**src/hw/dsw_defs.vh**
```
// constants shared by the serial write port design
`ifndef DSW_DEFS_VH
`define DSW_DEFS_VH
`define DSW_WORD_BITS   16
`define DSW_CNT_BITS    5
`define DSW_MODE_HI_POS 15
`define DSW_MODE_LO_POS 14
`define DSW_DATA_BITS   14
`define DSW_MODE_NORMAL 2'h0
`define DSW_MODE_PD_1K  2'h1
`define DSW_MODE_PD_100K 2'h2
`define DSW_MODE_PD_TRI 2'h3
`define DSW_WORD_RESET  16'h0000
`define DSW_LAST_CNT    5'h0f
`endif

```
**src/hw/dsw_sync3.v**
```verilog
// three-stage input synchroniser with agreement filter
`timescale 1ns/10ps
module dsw_sync3 (
  input  wire clk,    // sampling clock
  input  wire rst_n,  // synchronous-domain reset, active low
  input  wire din,    // asynchronous pin level
  output reg  dout    // filtered level
);
  reg s1_q;
  reg s2_q;
  reg s3_q;
  always @(posedge clk or negedge rst_n) begin
    if (!rst_n) begin
      s1_q <= 1'b0;
      s2_q <= 1'b0;
      s3_q <= 1'b0;
      dout <= 1'b0;
    end else begin
      s1_q <= din;
      s2_q <= s1_q;
      s3_q <= s2_q;
      // a change counts only once stages two and three agree
      if (s2_q == s3_q)
        dout <= s3_q;
    end
  end
endmodule // dsw_sync3

```
**src/hw/dsw_port.v**
```verilog
// serial write port: frame-select, serial clock and data into converter register
`timescale 1ns/10ps
`include "dsw_defs.vh"
module dsw_port (
  input  wire        clk,          // 100 MHz system clock
  input  wire        resetn,       // asynchronous reset, active low
  input  wire        sync_n,       // frame select pin, active low
  input  wire        sclk,         // serial clock pin
  input  wire        din,          // serial data pin
  output reg  [13:0] dac_code,     // converter register
  output reg  [1:0]  op_mode,      // operating mode bits
  output reg         out_enable,   // amplifier drives the output
  output reg         pd_1k,        // power-down with 1k to ground
  output reg         pd_100k,      // power-down with 100k to ground
  output reg         pd_tri,       // power-down with open output
  output reg         load_pulse    // one-cycle pulse when a word is applied
);
  localparam ST_IDLE  = 3'b001;
  localparam ST_SHIFT = 3'b010;
  localparam ST_DONE  = 3'b100;

  // reset release chain
  reg         rst_s1_q;
  reg         rst_n_q;

  // filtered pin levels
  wire        sync_f;
  wire        sclk_f;
  wire        din_f;

  // edge history
  reg         sclk_prev_q;
  reg         sync_prev_q;
  wire        fall_edge;
  wire        sync_fall;
  wire        sync_high;

  // frame state, registered and next
  reg  [2:0]  state_q;
  reg  [2:0]  state_d;
  reg  [15:0] shift_q;
  reg  [15:0] shift_d;
  reg  [4:0]  cnt_q;
  reg  [4:0]  cnt_d;
  wire        last_bit;
  wire [15:0] word_next;

  // next values of the output registers
  reg  [13:0] dac_code_d;
  reg  [1:0]  op_mode_d;
  reg         load_pulse_d;

  // appends one serial bit below those already taken, so the first bit ends on top
  function [15:0] shift_in;
    input [15:0] w;
    input        b;
    begin
      shift_in = {w[14:0], b};
    end
  endfunction

  function [1:0] mode_of;
    input [15:0] w;
    begin
      mode_of = {w[`DSW_MODE_HI_POS], w[`DSW_MODE_LO_POS]};
    end
  endfunction

  function [13:0] data_of;
    input [15:0] w;
    begin
      data_of = w[`DSW_DATA_BITS-1:0];
    end
  endfunction

  function is_mode;
    input [1:0] m;
    input [1:0] code;
    begin
      is_mode = (m == code);
    end
  endfunction

  // reset is taken at once but let go only after two clean clock edges
  always @(posedge clk or negedge resetn) begin
    if (!resetn) begin
      rst_s1_q <= 1'b0;
      rst_n_q  <= 1'b0;
    end else begin
      rst_s1_q <= 1'b1;
      rst_n_q  <= rst_s1_q;
    end
  end

  // frame select idles high; its filter starts low, but a frame needs a fall from high
  dsw_sync3 u_sync_cs (
    .clk   (clk),
    .rst_n (rst_n_q),
    .din   (sync_n),
    .dout  (sync_f)
  );

  // serial clock idles low, matching the filter's reset level, so no false edge
  dsw_sync3 u_sync_ck (
    .clk   (clk),
    .rst_n (rst_n_q),
    .din   (sclk),
    .dout  (sclk_f)
  );

  // data passes the same three stages as the clock, so it stays aligned with the edge
  dsw_sync3 u_sync_di (
    .clk   (clk),
    .rst_n (rst_n_q),
    .din   (din),
    .dout  (din_f)
  );

  assign fall_edge = sclk_prev_q & ~sclk_f;
  assign sync_fall = sync_prev_q & ~sync_f;
  assign sync_high = sync_f;
  assign last_bit  = (cnt_q == `DSW_LAST_CNT);
  assign word_next = shift_in(shift_q, din_f);

  always @* begin
    state_d      = state_q;
    shift_d      = shift_q;
    cnt_d        = cnt_q;
    dac_code_d   = dac_code;
    op_mode_d    = op_mode;
    load_pulse_d = 1'b0;
    case (state_q)
      ST_IDLE: begin
        // a select idled low never restarts; it must go high and fall again
        if (sync_fall) begin
          state_d = ST_SHIFT;
          cnt_d   = 5'h00;
          shift_d = `DSW_WORD_RESET;
        end
      end
      ST_SHIFT: begin
        if (sync_high) begin
          // partial word is dropped; outputs keep their stored values
          state_d = ST_IDLE;
          cnt_d   = 5'h00;
          shift_d = `DSW_WORD_RESET;
        end else if (fall_edge) begin
          shift_d = word_next;
          if (last_bit) begin
            state_d      = ST_DONE;
            dac_code_d   = data_of(word_next);
            op_mode_d    = mode_of(word_next);
            load_pulse_d = 1'b1;
          end else begin
            cnt_d = cnt_q + 5'h01;
          end
        end
      end
      ST_DONE: begin
        // further edges are ignored until frame select goes high
        if (sync_high) begin
          state_d = ST_IDLE;
          cnt_d   = 5'h00;
          shift_d = `DSW_WORD_RESET;
        end
      end
      default: begin
        state_d = ST_IDLE;
        cnt_d   = 5'h00;
        shift_d = `DSW_WORD_RESET;
      end
    endcase
  end

  always @(posedge clk or negedge rst_n_q) begin
    if (!rst_n_q) begin
      sclk_prev_q <= 1'b0;
      sync_prev_q <= 1'b0;
      state_q     <= ST_IDLE;
      shift_q     <= `DSW_WORD_RESET;
      cnt_q       <= 5'h00;
      dac_code    <= 14'h0000;
      op_mode     <= `DSW_MODE_NORMAL;
      load_pulse  <= 1'b0;
    end else begin
      sclk_prev_q <= sclk_f;
      sync_prev_q <= sync_f;
      state_q     <= state_d;
      shift_q     <= shift_d;
      cnt_q       <= cnt_d;
      dac_code    <= dac_code_d;
      op_mode     <= op_mode_d;
      load_pulse  <= load_pulse_d;
    end
  end

  // power-down only steers the output stage; dac_code is left as stored
  always @* begin
    out_enable = is_mode(op_mode, `DSW_MODE_NORMAL);
    pd_1k      = is_mode(op_mode, `DSW_MODE_PD_1K);
    pd_100k    = is_mode(op_mode, `DSW_MODE_PD_100K);
    pd_tri     = is_mode(op_mode, `DSW_MODE_PD_TRI);
  end
endmodule // dsw_port

```
**config.mk**
```make
export PLATFORM = sky130hd
export DESIGN_NAME = dsw_port
export DESIGN_NICKNAME = d
export VERILOG_FILES = /design/src/hw/dsw_sync3.v /design/src/hw/dsw_port.v
export VERILOG_INCLUDE_DIRS = /design/src /design/src/hw
export SDC_FILE = /design/constraint.sdc
export NUM_CORES = 1
export LEC_CHECK = 0
export BUFFER_PORTS_ARGS = -buffer_cell sky130_fd_sc_hd__buf_4
export CAP_MARGIN = 0
export CORE_MARGIN = 3
export CORE_UTILIZATION = 49
export DETAILED_ROUTE_END_ITERATION = 8
export GPL_ROUTABILITY_DRIVEN = 0
export PLACE_DENSITY = 0.73
export SYNTH_ARGS = -nofsm -noshare
export SYNTH_HDL_FRONTEND = slang
export SYNTH_HIERARCHICAL = 1
export SYNTH_SLANG_ARGS = --single-unit
```
**constraint.sdc**
```tcl
create_clock -name clk -period 3.85 [get_ports clk]
set_input_delay 0.77 -clock clk [delete_from_list [all_inputs] [get_ports clk]]
set_output_delay 0.77 -clock clk [all_outputs]
set_load 0.02 [all_outputs]
```
Word level (Yosys, flattened, before mapping)

Index checks and enable logic that the tools add are counted.

Memory bits (writable): 0
Word-level logic and storage cells: 68
Register bits after elaboration: 56
Bits in read-only memories: 0
Memories: 0
Input port bits: 5
Output and inout bits: 21
Bits in latches: 0

Shifts and indexed selects: 0
Eq/ne operators: 15
Mux-type cells: 21
Div/mod/pow operators: 0
Add/subtract/negate cells: 1
Bitwise logic cells: 4
Reductions and logical operators: 5
$lt $le $gt $ge: 0
Multiply operators: 0

Operators by type and width:

| operator                                                                 | number |
|---|---|
| 15-bit 2-to-1 mux                                                        | 4 |
| 15-bit case mux with 3 select lines                                      | 1 |
| 5-bit 2-to-1 mux                                                         | 5 |
| 3-bit 2-to-1 mux                                                         | 5 |
| 5-bit case mux with 3 select lines                                       | 1 |
| 4-bit AND reduction                                                      | 3 |
| 3-bit by 2-bit inequality test with 1-bit output (second input constant) | 3 |
| 3-bit case mux with 3 select lines                                       | 1 |
| 5-bit by 1-bit adder with 5-bit output (second input constant)           | 1 |
| 5-bit by 4-bit == test with 1-bit output (second input constant)         | 1 |
| 2-bit == test (second input constant)                                    | 2 |
| 1-bit 2-to-1 mux                                                         | 4 |
| 1-bit == test                                                            | 3 |
| 3-bit by 1-bit == test with 1-bit output (second input constant)         | 1 |
| 3-bit by 2-bit == test with 1-bit output (second input constant)         | 1 |
| 3-bit == test (second input constant)                                    | 1 |
| 3-bit AND reduction                                                      | 1 |
| 1-bit bitwise AND                                                        | 2 |
| 2-bit by 1-bit == test with 1-bit output (second input constant)         | 1 |
| 2-bit zero test                                                          | 1 |
| 2-bit by 1-bit inequality test with 1-bit output (second input constant) | 1 |
| 2-bit inequality test (second input constant)                            | 1 |
| 1-bit inverter                                                           | 2 |

Longest topological paths before layout

Gate-level depths: netlist of run 1.

Depth after elaboration: 5
Mapped depth: 7
Depth with buffers taken out: 7

Hierarchy

Netlist of run 1, hierarchy kept.

Modules (own cells, without submodules):

| module    | cells an instance | times used | area an instance (um^2) | sequential area each (um^2) |
|---|---|---|---|---|
| dsw_port  | 127               | 1          | 1861.8                  | 1102.3 |
| dsw_sync3 | 5                 | 3          | 111.4                   | 100.1 |

Worst setup path before layout of run 1

Ideal clock, no wire load.

Kind: register to register
Start: register cnt_q[0]
End: register cnt_q[3]
Arrival: 1.782 ns
Setup time: 0.124 ns
Path buffers: 0
Required time: 3.726 ns
Cell stages (with the launch flop): 8
Clock period less this slack: 1.906 ns
Slack: 1.944 ns
Cells stage by stage: dfrtp_1 -> ha_1 -> and3_1 -> ha_1 -> nor3b_1 -> nand4_1 -> and3_1 -> a211o_1

Word-level cells in the longest chain between the ends: 5
Elaborated cells between the ends (all ways): 8
Those cells by class: add/sub (1); eq/ne (2); mux (4); reduce/logical (1)

RTL lines:

| what                                   | line           | RTL |
|---|---|---|
| start, declared                        | dsw_port.v:43  | `reg [4:0] cnt_q;` |
| start signal, assigned                 | dsw_port.v:190 | `cnt_q <= cnt_d;` |
| 5-bit by 1-bit adder with 5-bit output | dsw_port.v:155 | `cnt_d = cnt_q + 5'h01;` |
| 5-bit 2-to-1 mux                       | dsw_port.v:149 | `if (last_bit) begin` |
| 5-bit 2-to-1 mux                       | dsw_port.v:147 | `end else if (fall_edge) begin` |
| 5-bit 2-to-1 mux                       | dsw_port.v:142 | `if (sync_high) begin` |
| 5-bit case mux with 3 select lines     | dsw_port.v:132 | `case (state_q)` |

Parallel ways exist; a longest one is shown, timed or not. The select of a mux whose other input is x is not followed.
A chain may end at the register's enable or synchronous reset.

Worst setup path in the final report of run 1

Ends and elaborated chain as after synthesis.

==> results.cfg, run 1 <==
[outcome]
run_status = complete, no violations

[clocking]
cts_sinks = 56
cts-root-buf = sky130_fd_sc_hd__clkbuf_8
insertion_delay_ps = 310
cts-hold-fix-buffers = 0
post_cts.resized_instances = 0
ctsLongestPathBuffers = 2
h_tree_depth = 2
cts_tree = done
cts.clk_slew.worst_paths_ps = 100
cts_inserted_buffers = 5
cts_setup_buffers = 0

[final_layout]
post-route-cell-area_um2 = 2521
final-instance-count-excl-fill = 221
n_antenna_cell = 0
layout_area_overhead_pct = 14.81
finalNetCount = 177
share_of_layout_cells_above_drive_strength_1 = 0.3977

[floorplanning]
die_area_um2 = 5320
width_of_the_die_um = 72.94
placement_row_count = 23
start_util = 0.5262
chipHeight_um = 72.94
floorplan.core_area_um2 = 4173
floorplan.io_pins = 26

[setup_path]
setup.worst_path.end_class = register
crit_buf_inv = 0
cp-start-kind = register
cell_by_cell_listing_of_the_critical_path = ha_1, and3_1, ha_1, nor3b_1, nand4_1, and3_1, a211o_1
worst-endpoint-required_ps = 4060
cp_slowest_cell = sky130_fd_sc_hd__dfrtp_1
critPathMaxFanout = 4
cp_slowest_stage_delay_ps = 430
cp_top_family = simple AND/OR/NAND/NOR gates
critPathArrivalTime_ps = 2330
critical_path_class = register to register

[global_routing]
grt_usage = 0.1566
grtUsageMet3 = 0.04132
grt_start_max_net_pins = 55
met2_usage = 0.2415
overflow = 0
most_congested_layer_reported_by_global_routing = met2
antenna_found_initial = 0
grtUsageMet1 = 0.1993
grt_pass1_vias = 1308
grt_pass1_wl_um = 6237

[timing]
post-route-worst-setup-slack_ps = 1722
final_report_hold_violation_count = 0
post-route-period-util = 0.5527
totalNegativeSetupSlack_ps = 0
fin_worst_skew_ps = 7.764
min_tclk_post_route_ps = 2128
slew-limit-headroom = 0.2555
setup-violations-final = 0
maxSlewViolCount = 0
grt_setup_unrepaired = no
worst_slew_pin_slew_ps = 1117
final.hold.worst_slack_ps = 225.3
maxClockFrequency_ghz = 0.4700

[synthesis]
synthTopCellsByCount = 55 x sky130_fd_sc_hd__dfrtp_1, 12 x sky130_fd_sc_hd__a22o_1, 9 x sky130_fd_sc_hd__mux2_4
synth_edf_count = 0
synthesis.area_per_instance_um2 = 15.46
most_numerous_cell_in_the_yosys_netlist = sky130_fd_sc_hd__dfrtp_1
post_synth_num_cell_types = 36
synth_seq_area_share = 0.6387
synth_flop_cell = sky130_fd_sc_hd__dfrtp_1
yosysTopAreaCellShare = 0.6268
synth_fp_nets = 149
ys_async_sr_fraction = 1.000
syn-cell-area_um2 = 2196
netlist.top_cell.by_area = sky130_fd_sc_hd__dfrtp_1
synth-warning-count = 6
ys_seq_elements = 56
synthTopCellsByArea = sky130_fd_sc_hd__dfrtp_1 63%, sky130_fd_sc_hd__mux2_4 6.2%, sky130_fd_sc_hd__a22o_1 4.8%, sky130_fd_sc_hd__mux2_2 4.1%, sky130_fd_sc_hd__a22o_2 2.3%
syn-instance-count = 142

[hold_path]
min_path_type = input port to asynchronous set/reset pin

[route]
vias_per_cell = 5.670
firstDrtPassIters = 4
route.antenna.remaining_nets = 0
drc = 0
vias = 1253
first_iter_violations = 112
postRouteWirelength_um = 3533
post_drt_wl_per_cell_um = 15.99

[place]
placement.io_buffers = 25
dpl_worst_slack_ps = 1775
place_inst = 213
dp_hpwl_um = 2383
placedInstanceArea_um2 = 2406

[job]
max-cap-violations = 0

[pwr]
power_density_nw_per_um2 = 424.2
cellLeakagePower_nw = 1.257
max-vdd-ir-drop_v = 0.0002707
[where the power goes]
group          internal (W)  switching (W)  leakage [nW]   total, W
clock              0.000196       0.000191        0.0548   0.000387
combinational     0.0000225      0.0000302         0.462  0.0000526
sequential         0.000603      0.0000271         0.741   0.000630
[layout by cell type (no fill, tap or decap), types with 2 or more instances in the layout]
cell / n
sky130_fd_sc_hd__a211o_1: 2
sky130_fd_sc_hd__a22o_1: 12
sky130_fd_sc_hd__a22o_2: 5
sky130_fd_sc_hd__and3_1: 4
sky130_fd_sc_hd__buf_4: 25
sky130_fd_sc_hd__clkbuf_8: 5
sky130_fd_sc_hd__dfrtp_1: 54
sky130_fd_sc_hd__ha_1: 2
sky130_fd_sc_hd__inv_1: 4
sky130_fd_sc_hd__maj3_2: 3
sky130_fd_sc_hd__mux2_2: 8
sky130_fd_sc_hd__mux2_4: 9
sky130_fd_sc_hd__nand2_1: 2
sky130_fd_sc_hd__nand2b_1: 3
sky130_fd_sc_hd__nand4_1: 2
sky130_fd_sc_hd__nor2_1: 2
sky130_fd_sc_hd__nor2_4: 2
sky130_fd_sc_hd__nor2b_1: 2
sky130_fd_sc_hd__nor3_1: 4
sky130_fd_sc_hd__nor3b_1: 2
[metrics by stage]
stage                     utilization   power, W
final                          0.6042   0.001070
after global routing           0.6042   0.001116
after CTS                      0.6042   0.001082
after detailed placement       0.5766  0.0006957
after global placement         0.5766  0.0006906
after floorplan                     -  0.0006828
[cell families after synthesis]
kind of cell / count (synthesis) / share of synthesized area
simple gates: 29 / 0.09630
buf+inv: 8 / 0.02564
fa+ha+maj: 5 / 0.02678
flops: 56 / 0.6387
compound gates: 26 / 0.1083
other cells: 1 / 0.001708
mux: 17 / 0.1026
[path summary, 6_finish.rpt]
kind / slack (ps) / depth (start not counted) / endpoint / from
min: 230 / 1 / rst_n_q$_DFF_PN0_ / resetn
max: 1720 / 7 / cnt_q[3]$_DFFE_PN0P_ / cnt_q[0]$_DFFE_PN0P_
min in group clk: 360 / 0 / u_sync_di/s2_q$_DFF_PN0_ / u_sync_di/s1_q$_DFF_PN0_
max reg2reg: 1720 / 7 / cnt_q[3]$_DFFE_PN0P_ / cnt_q[0]$_DFFE_PN0P_
max in group asynchronous: 2680 / 0 / dac_code[9]$_DFFE_PN0P_ / rst_n_q$_DFF_PN0_
min reg2reg: 360 / 0 / u_sync_di/s2_q$_DFF_PN0_ / u_sync_di/s1_q$_DFF_PN0_
[flip-flops by register name, summed over array words and instances, names as in the netlist, 2 cells and up]
name,count
dac_code,14
state_q,3
shift_q,15
op_mode,2
cnt_q,5
[per-layer routing]
layer	share of wire	vias to the layer above
met4	0.020	0
met3	0.035	7
li1	-	566
met2	0.50	25
met5	0	-
met1	0.45	655
[layout make-up]
| type | instances | area, um^2 |
|---|---|---|
| fillers | 316 | 1652 |
| flip-flops and latches | 56 | 1404 |
| inverters | 4 | 15.01 |
| clock inverters | 3 | 46.29 |
| repair buffers | 25 | 187.7 |
| multi-input cells | 78 | 737.0 |
| well taps | 50 | 62.56 |
| clock buffers | 5 | 68.82 |
Power figures use the tool's default switching activity.
==> run 2, diff against run 1 <==
--- a/config.mk
+++ b/config.mk
@@ -6,13 +6,14 @@
 export SDC_FILE = /design/constraint.sdc
 export NUM_CORES = 1
 export LEC_CHECK = 0
+export ABC_AREA = 1
 export BUFFER_PORTS_ARGS = -buffer_cell sky130_fd_sc_hd__buf_4
 export CAP_MARGIN = 0
 export CORE_MARGIN = 3
 export CORE_UTILIZATION = 49
 export DETAILED_ROUTE_END_ITERATION = 8
 export GPL_ROUTABILITY_DRIVEN = 0
-export PLACE_DENSITY = 0.73
+export PLACE_DENSITY = 0.75
 export SYNTH_ARGS = -nofsm -noshare
 export SYNTH_HDL_FRONTEND = slang
 export SYNTH_HIERARCHICAL = 1
==> constraint.sdc (replaced) <==
create_clock -name clk -period 1.8 [get_ports clk]
set_input_delay 0.36 -clock clk [delete_from_list [all_inputs] [get_ports clk]]
set_output_delay 0.36 -clock clk [all_outputs]
set_load 0.02 [all_outputs]
==> results.cfg, run 2 <==
[outcome]
run_status = complete, no violations

[final_layout]
share_of_layout_cells_above_drive_strength_1 = 0.2259
largest_register_ffs = 15
final_common_cell = sky130_fd_sc_hd__nand2_1
regMostFlops = shift_q
multi_input_area_um2 = 754.5
fillers = 360
post-route-cell-area_um2 = 2701
seqCellArea_um2 = 1404
n_antenna_cell = 0
layout_top_registers = shift_q (15), dac_code (14), cnt_q (5)
final_cell_mix = 101 x sky130_fd_sc_hd__nand2_1, 54 x sky130_fd_sc_hd__dfrtp_1, 27 x sky130_fd_sc_hd__buf_4, 13 x sky130_fd_sc_hd__inv_1, 11 x sky130_fd_sc_hd__nor2_1
finalNetCount = 276
layout_area_overhead_pct = 18.76

[setup_path]
worst-endpoint-required_ps = 2000
crit_path_frequent_cell = sky130_fd_sc_hd__nand2_1
critPathMaxFanout = 10
setup.worst_path.end_class = register
cp_slowest_stage_delay_ps = 410
critical_path_class = register to register
cp_slowest_cell = sky130_fd_sc_hd__dfrtp_1
cell_by_cell_listing_of_the_critical_path = ha_1, nand2_1, nor2_1, ha_1, inv_1, nor2_2, nand2_4, buf_12, nand2_1, nand2_1
cp-start-kind = register
critPathArrivalTime_ps = 1840

[route]
postRouteWirelength_um = 3734
vias_per_cell = 4.904
drc = 0
met3_wirelength_um = 187
vias = 1579
route.antenna.remaining_nets = 0
post_drt_wl_per_cell_um = 11.60
first_iter_violations = 122
firstDrtPassIters = 4
dr_wl_met2_um = 1684
route.layer.met1.wl_um = 1795
dr.max_layer_used = met4

[synthesis]
synthTopCellsByCount = 101 x sky130_fd_sc_hd__nand2_1, 55 x sky130_fd_sc_hd__dfrtp_1, 13 x sky130_fd_sc_hd__inv_1
synth-warning-count = 6
yosysTopAreaCellShare = 0.6051
syn-instance-count = 237
ys_seq_elements = 56
synth_seq_area_share = 0.6166
syn-cell-area_um2 = 2275
synthesis.area_per_instance_um2 = 9.598
synth_flop_cell = sky130_fd_sc_hd__dfrtp_1
post_synth_num_cell_types = 26
synthTopCellsByArea = sky130_fd_sc_hd__dfrtp_1 61%, sky130_fd_sc_hd__nand2_1 17%, sky130_fd_sc_hd__o21ai_2 3.9%, sky130_fd_sc_hd__inv_1 2.1%, sky130_fd_sc_hd__nor2_1 2.0%
synth_edf_count = 0
synth_fp_nets = 244
netlist.top_cell.by_area = sky130_fd_sc_hd__dfrtp_1
ys_async_sr_fraction = 1.000
most_numerous_cell_in_the_yosys_netlist = sky130_fd_sc_hd__nand2_1

[pwr]
max-vdd-ir-drop_v = 0.0007273
cellLeakagePower_nw = 1.417
power_density_nw_per_um2 = 1044
power_w = 0.002821

[global_routing]
overflow = 0
antenna_found_initial = 0
grt_start_max_net_pins = 55
grt_usage = 0.1549
grt_pass1_wl_um = 6534
grt_pass1_vias = 1487

[clocking]
cts_sinks = 56
cts-root-buf = sky130_fd_sc_hd__clkbuf_8
cts_tree = done
cts_inserted_buffers = 5
h_tree_depth = 2
ctsLongestPathBuffers = 2
cts.clk_slew.worst_paths_ps = 100
insertion_delay_ps = 310

[timing]
setup-violations-final = 0
maxClockFrequency_ghz = 0.6063
final_report_hold_violation_count = 0
maxSlewViolCount = 0
fin_worst_skew_ps = 12.58
post-route-period-util = 0.9163
min_tclk_post_route_ps = 1649

[floorplanning]
width_of_the_die_um = 74.14
chipHeight_um = 74.14
floorplan.io_pins = 26
placement_row_count = 24
die_area_um2 = 5496
floorplan.core_area_um2 = 4414
start_util = 0.5153

[hold_path]
min_path_type = input port to register

[place]
placedInstanceArea_um2 = 2519
placement.io_buffers = 25
dp_hpwl_um = 2411

[job]
max-cap-violations = 0
==> run 2: cell count changes in the layout (fill, tap and decap cells not counted), sizes merged, moves of 4 or more <==
| cell | change |
|---|---|
| nand2 | +101 |
| o21ai | +21 |
| a22o | -17 |
| mux2 | -17 |
| inv | +11 |
| nor2 | +10 |
| nand3 | +7 |
| buf | +5 |
| and3 | -4 |
==> run 2: what timing repair did <==
item                                    in CTS  in global routing
endpoints found under the setup margin       0                 16
gates resized for setup                      0                  2
buffers inserted                             0                  3
endpoints found under the hold margin        2                  0
hold buffers                                 1                  0
==> run 2: routing by layer <==
layer / vias up / track usage
li1: 804 / -
met2: 30 / 0.2333
met4: 0 / 0.06036
met5: - / 0
met3: 6 / 0.04324
met1: 739 / 0.2138
==> run 2: layout make-up <==
| class | instances | area share |
|---|---|---|
| multi-input cells | 159 | 0.2793 |
| repair buffers | 31 | 0.1010 |
| clock buffers | 6 | 0.02686 |
| flip-flops and latches | 56 | 0.5197 |
| clock inverters | 2 | 0.02223 |
| inverters | 16 | 0.02686 |
| well taps | 52 | 0.02409 |
==> run 2: cells by family after synthesis <==
family,count (synthesis),share of synthesized area
compound gates,26,0.07425
other cells,1,0.001649
flops,56,0.6166
simple gates,130,0.2437
buf+inv,22,0.05280
fa+ha+maj,2,0.01100
==> run 2: per-stage QoR <==
step / hold slack (ps) / setup WS, ps / utilization / std cells / TNS [ps]
finish: 148.2 / 150.6 / 0.6120 / 322 / 0
global route: 124.5 / -0.9499 / 0.6120 / 322 / -0.9499
CTS: 138.6 / 41.06 / 0.6029 / 319 / 0
detailed placement: 144.3 / 55.69 / 0.5706 / 310 / 0
global placement: 143.7 / 144.7 / 0.5706 / 310 / 0
floorplan: 64.41 / 127.3 / - / 237 / 0
==> run 2: power breakdown <==
group	internal (W)	switching (W)
registers	0.00132	0.0000477
logic	0.000158	0.000354
clock network	0.000556	0.000385
==> run 2: critical path, delay by kind of cell (launching register included) <==
kind                     cells  cell delay [ps]
AND/OR/NAND/NOR              6              530
buffers and inverters        2              220
adder cells (fa/ha/maj)      2              360
flip-flops                   1              410
==> run 2: final timing paths <==
kind	from	end	slack (ps)	cells past startpoint
worst max-delay path	cnt_q[0]$_DFFE_PN0P_	dac_code[3]$_DFFE_PN0P_	150	10
worst min-delay path	din	u_sync_di/s1_q$_DFF_PN0_	150	1
worst max register to register	cnt_q[0]$_DFFE_PN0P_	dac_code[3]$_DFFE_PN0P_	150	10
worst min register to register	rst_n_q$_DFF_PN0_	u_sync_cs/s1_q$_DFF_PN0_	250	1
max in group asynchronous	rst_n_q$_DFF_PN0_	state_q[0]$_DFFE_PN1P_	1260	1
min in group asynchronous	rst_n_q$_DFF_PN0_	u_sync_cs/s1_q$_DFF_PN0_	250	1
==> run 3, diff against run 2 <==
--- a/config.mk
+++ b/config.mk
@@ -14,6 +14,7 @@
 export DETAILED_ROUTE_END_ITERATION = 8
 export GPL_ROUTABILITY_DRIVEN = 0
 export PLACE_DENSITY = 0.75
+export RECOVER_POWER = 100
 export SYNTH_ARGS = -nofsm -noshare
 export SYNTH_HDL_FRONTEND = slang
 export SYNTH_HIERARCHICAL = 1
==> results.cfg, run 3 (same netlist as run 2, synthesis figures left out) <==
[floorplanning]
floorplan.core_area_um2 = 4414
floorplan.io_pins = 26
die_area_um2 = 5496
chipHeight_um = 74.14
placement_row_count = 24
width_of_the_die_um = 74.14
start_util = 0.5153

[final_layout]
largest_register_ffs = 15
layout_top_registers = shift_q (15), dac_code (14), cnt_q (5)
multi_input_area_um2 = 730.7
final-instance-count-excl-fill = 322
n_antenna_cell = 0
final_cell_mix = 101 x sky130_fd_sc_hd__nand2_1, 54 x sky130_fd_sc_hd__dfrtp_1, 23 x sky130_fd_sc_hd__clkbuf_1, 13 x sky130_fd_sc_hd__inv_1, 13 x sky130_fd_sc_hd__o21ai_0
final_common_cell = sky130_fd_sc_hd__nand2_1
finalNetCount = 276
regMostFlops = shift_q
fillers = 401
share_of_layout_cells_above_drive_strength_1 = 0.1185
post-route-cell-area_um2 = 2567
layout_area_overhead_pct = 12.87
seqCellArea_um2 = 1404

[global_routing]
grt_pass1_vias = 1487
overflow = 0
grt_start_max_net_pins = 55
grt_usage = 0.1549
grt_pass1_wl_um = 6534
antenna_found_initial = 0

[timing]
final_report_hold_violation_count = 0
worst_slew_pin_slew_ps = 1276
min_tclk_post_route_ps = 1649
fin_worst_skew_ps = 12.65
slew-limit-headroom = 0.1492
final.hold.worst_slack_ps = 169.6
post-route-worst-setup-slack_ps = 150.6
maxSlewViolCount = 0
maxClockFrequency_ghz = 0.6063
post-route-period-util = 0.9163
setup-violations-final = 0

[setup_path]
r2r_slack_ps = 150
setup.worst_path.end_class = register
cell_by_cell_listing_of_the_critical_path = ha_1, nand2_1, nor2_1, ha_1, inv_1, nor2_2, nand2_4, buf_12, nand2_1, nand2_1
crit_path_frequent_cell = sky130_fd_sc_hd__nand2_1
cp_slowest_cell = sky130_fd_sc_hd__dfrtp_1
critical_path_class = register to register
worst-endpoint-required_ps = 2000
cp-start-kind = register
critPathMaxFanout = 10
cp_slowest_stage_delay_ps = 420
critPathArrivalTime_ps = 1850

[route]
first_iter_violations = 145
drc = 0
postRouteWirelength_um = 3748
route.antenna.remaining_nets = 0
vias_per_cell = 4.894
post_drt_wl_per_cell_um = 11.64
firstDrtPassIters = 4
vias = 1576

[clocking]
cts_tree = done
cts_sinks = 56
cts_inserted_buffers = 5
cts.clk_slew.worst_paths_ps = 100
h_tree_depth = 2
insertion_delay_ps = 310
cts-root-buf = sky130_fd_sc_hd__clkbuf_8
ctsLongestPathBuffers = 2

[place]
placement.io_buffers = 25
dp_hpwl_um = 2411
dpl_worst_slack_ps = 55.69
place_inst = 310
placedInstanceArea_um2 = 2519

[pwr]
cellLeakagePower_nw = 1.299
max-vdd-ir-drop_v = 0.0007264
power_density_nw_per_um2 = 1070

[outcome]
run_status = complete, no violations

[hold_path]
min_path_type = input port to register

[job]
max-cap-violations = 0
[run 3: where the power goes]
group	leakage, nW	internal [W]	switching, W
registers	0.740	0.00132	0.0000477
clock network	0.0654	0.000556	0.000385
logic	0.493	0.000116	0.000324
total	1.30	0.00199	0.000757
[run 3: final timing paths]
check,start,to,cells past startpoint
max,cnt_q[0]$_DFFE_PN0P_,dac_code[3]$_DFFE_PN0P_,10
min,sclk,u_sync_ck/s1_q$_DFF_PN0_,1
max reg2reg,cnt_q[0]$_DFFE_PN0P_,dac_code[3]$_DFFE_PN0P_,10
min reg2reg,u_sync_cs/s1_q$_DFF_PN0_,u_sync_cs/s2_q$_DFF_PN0_,0
max in group asynchronous,rst_n_q$_DFF_PN0_,dac_code[2]$_DFFE_PN0P_,1
min in group asynchronous,resetn,rst_s1_q$_DFF_PN0_,2
[run 3: timing repair]
| item | in CTS | in global routing |
|---|---|---|
| resized for setup | 0 | 2 |
| endpoints found under the setup margin | 0 | 16 |
| hold endpoints to repair | 2 | 0 |
| buffers inserted | 0 | 3 |
| hold buffers | 1 | 0 |
[run 3: layer usage]
metal / up-vias / routed length (um) / track usage
met5: - / 0 / 0
met4: 0 / 67 / 0.06036
met3: 6 / 188 / 0.04324
met2: 34 / 1674 / 0.2333
met1: 735 / 1817 / 0.2138
li1: 801 / - / -
[run 3: layout make-up]
type	instances	area share
Inverter	16	0.02827
Clock buffer	6	0.02827
Multi-Input combinational cell	159	0.2846
Timing Repair Buffer	31	0.06335
Clock inverter	2	0.02339
Sequential cell	56	0.5468
Tap cell	52	0.02534
[run 3: critical path, delay by kind of cell, from the launching register on]
| kind | cells | cell delay, ps |
|---|---|---|
| adder cells (fa/ha/maj) | 2 | 360 |
| AND/OR/NAND/NOR | 6 | 530 |
| flip-flops | 1 | 420 |
| buffers and inverters | 2 | 220 |
[run 3: stage by stage]
stage               TNS (ps)  power, W  utilization
floorplan                  0  0.001796            -
global placement           0  0.001880       0.5706
detailed placement         0  0.001888       0.5706
CTS                        0  0.002842       0.6029
global route         -0.8922  0.002895       0.5816
finish                     0  0.002746       0.5816
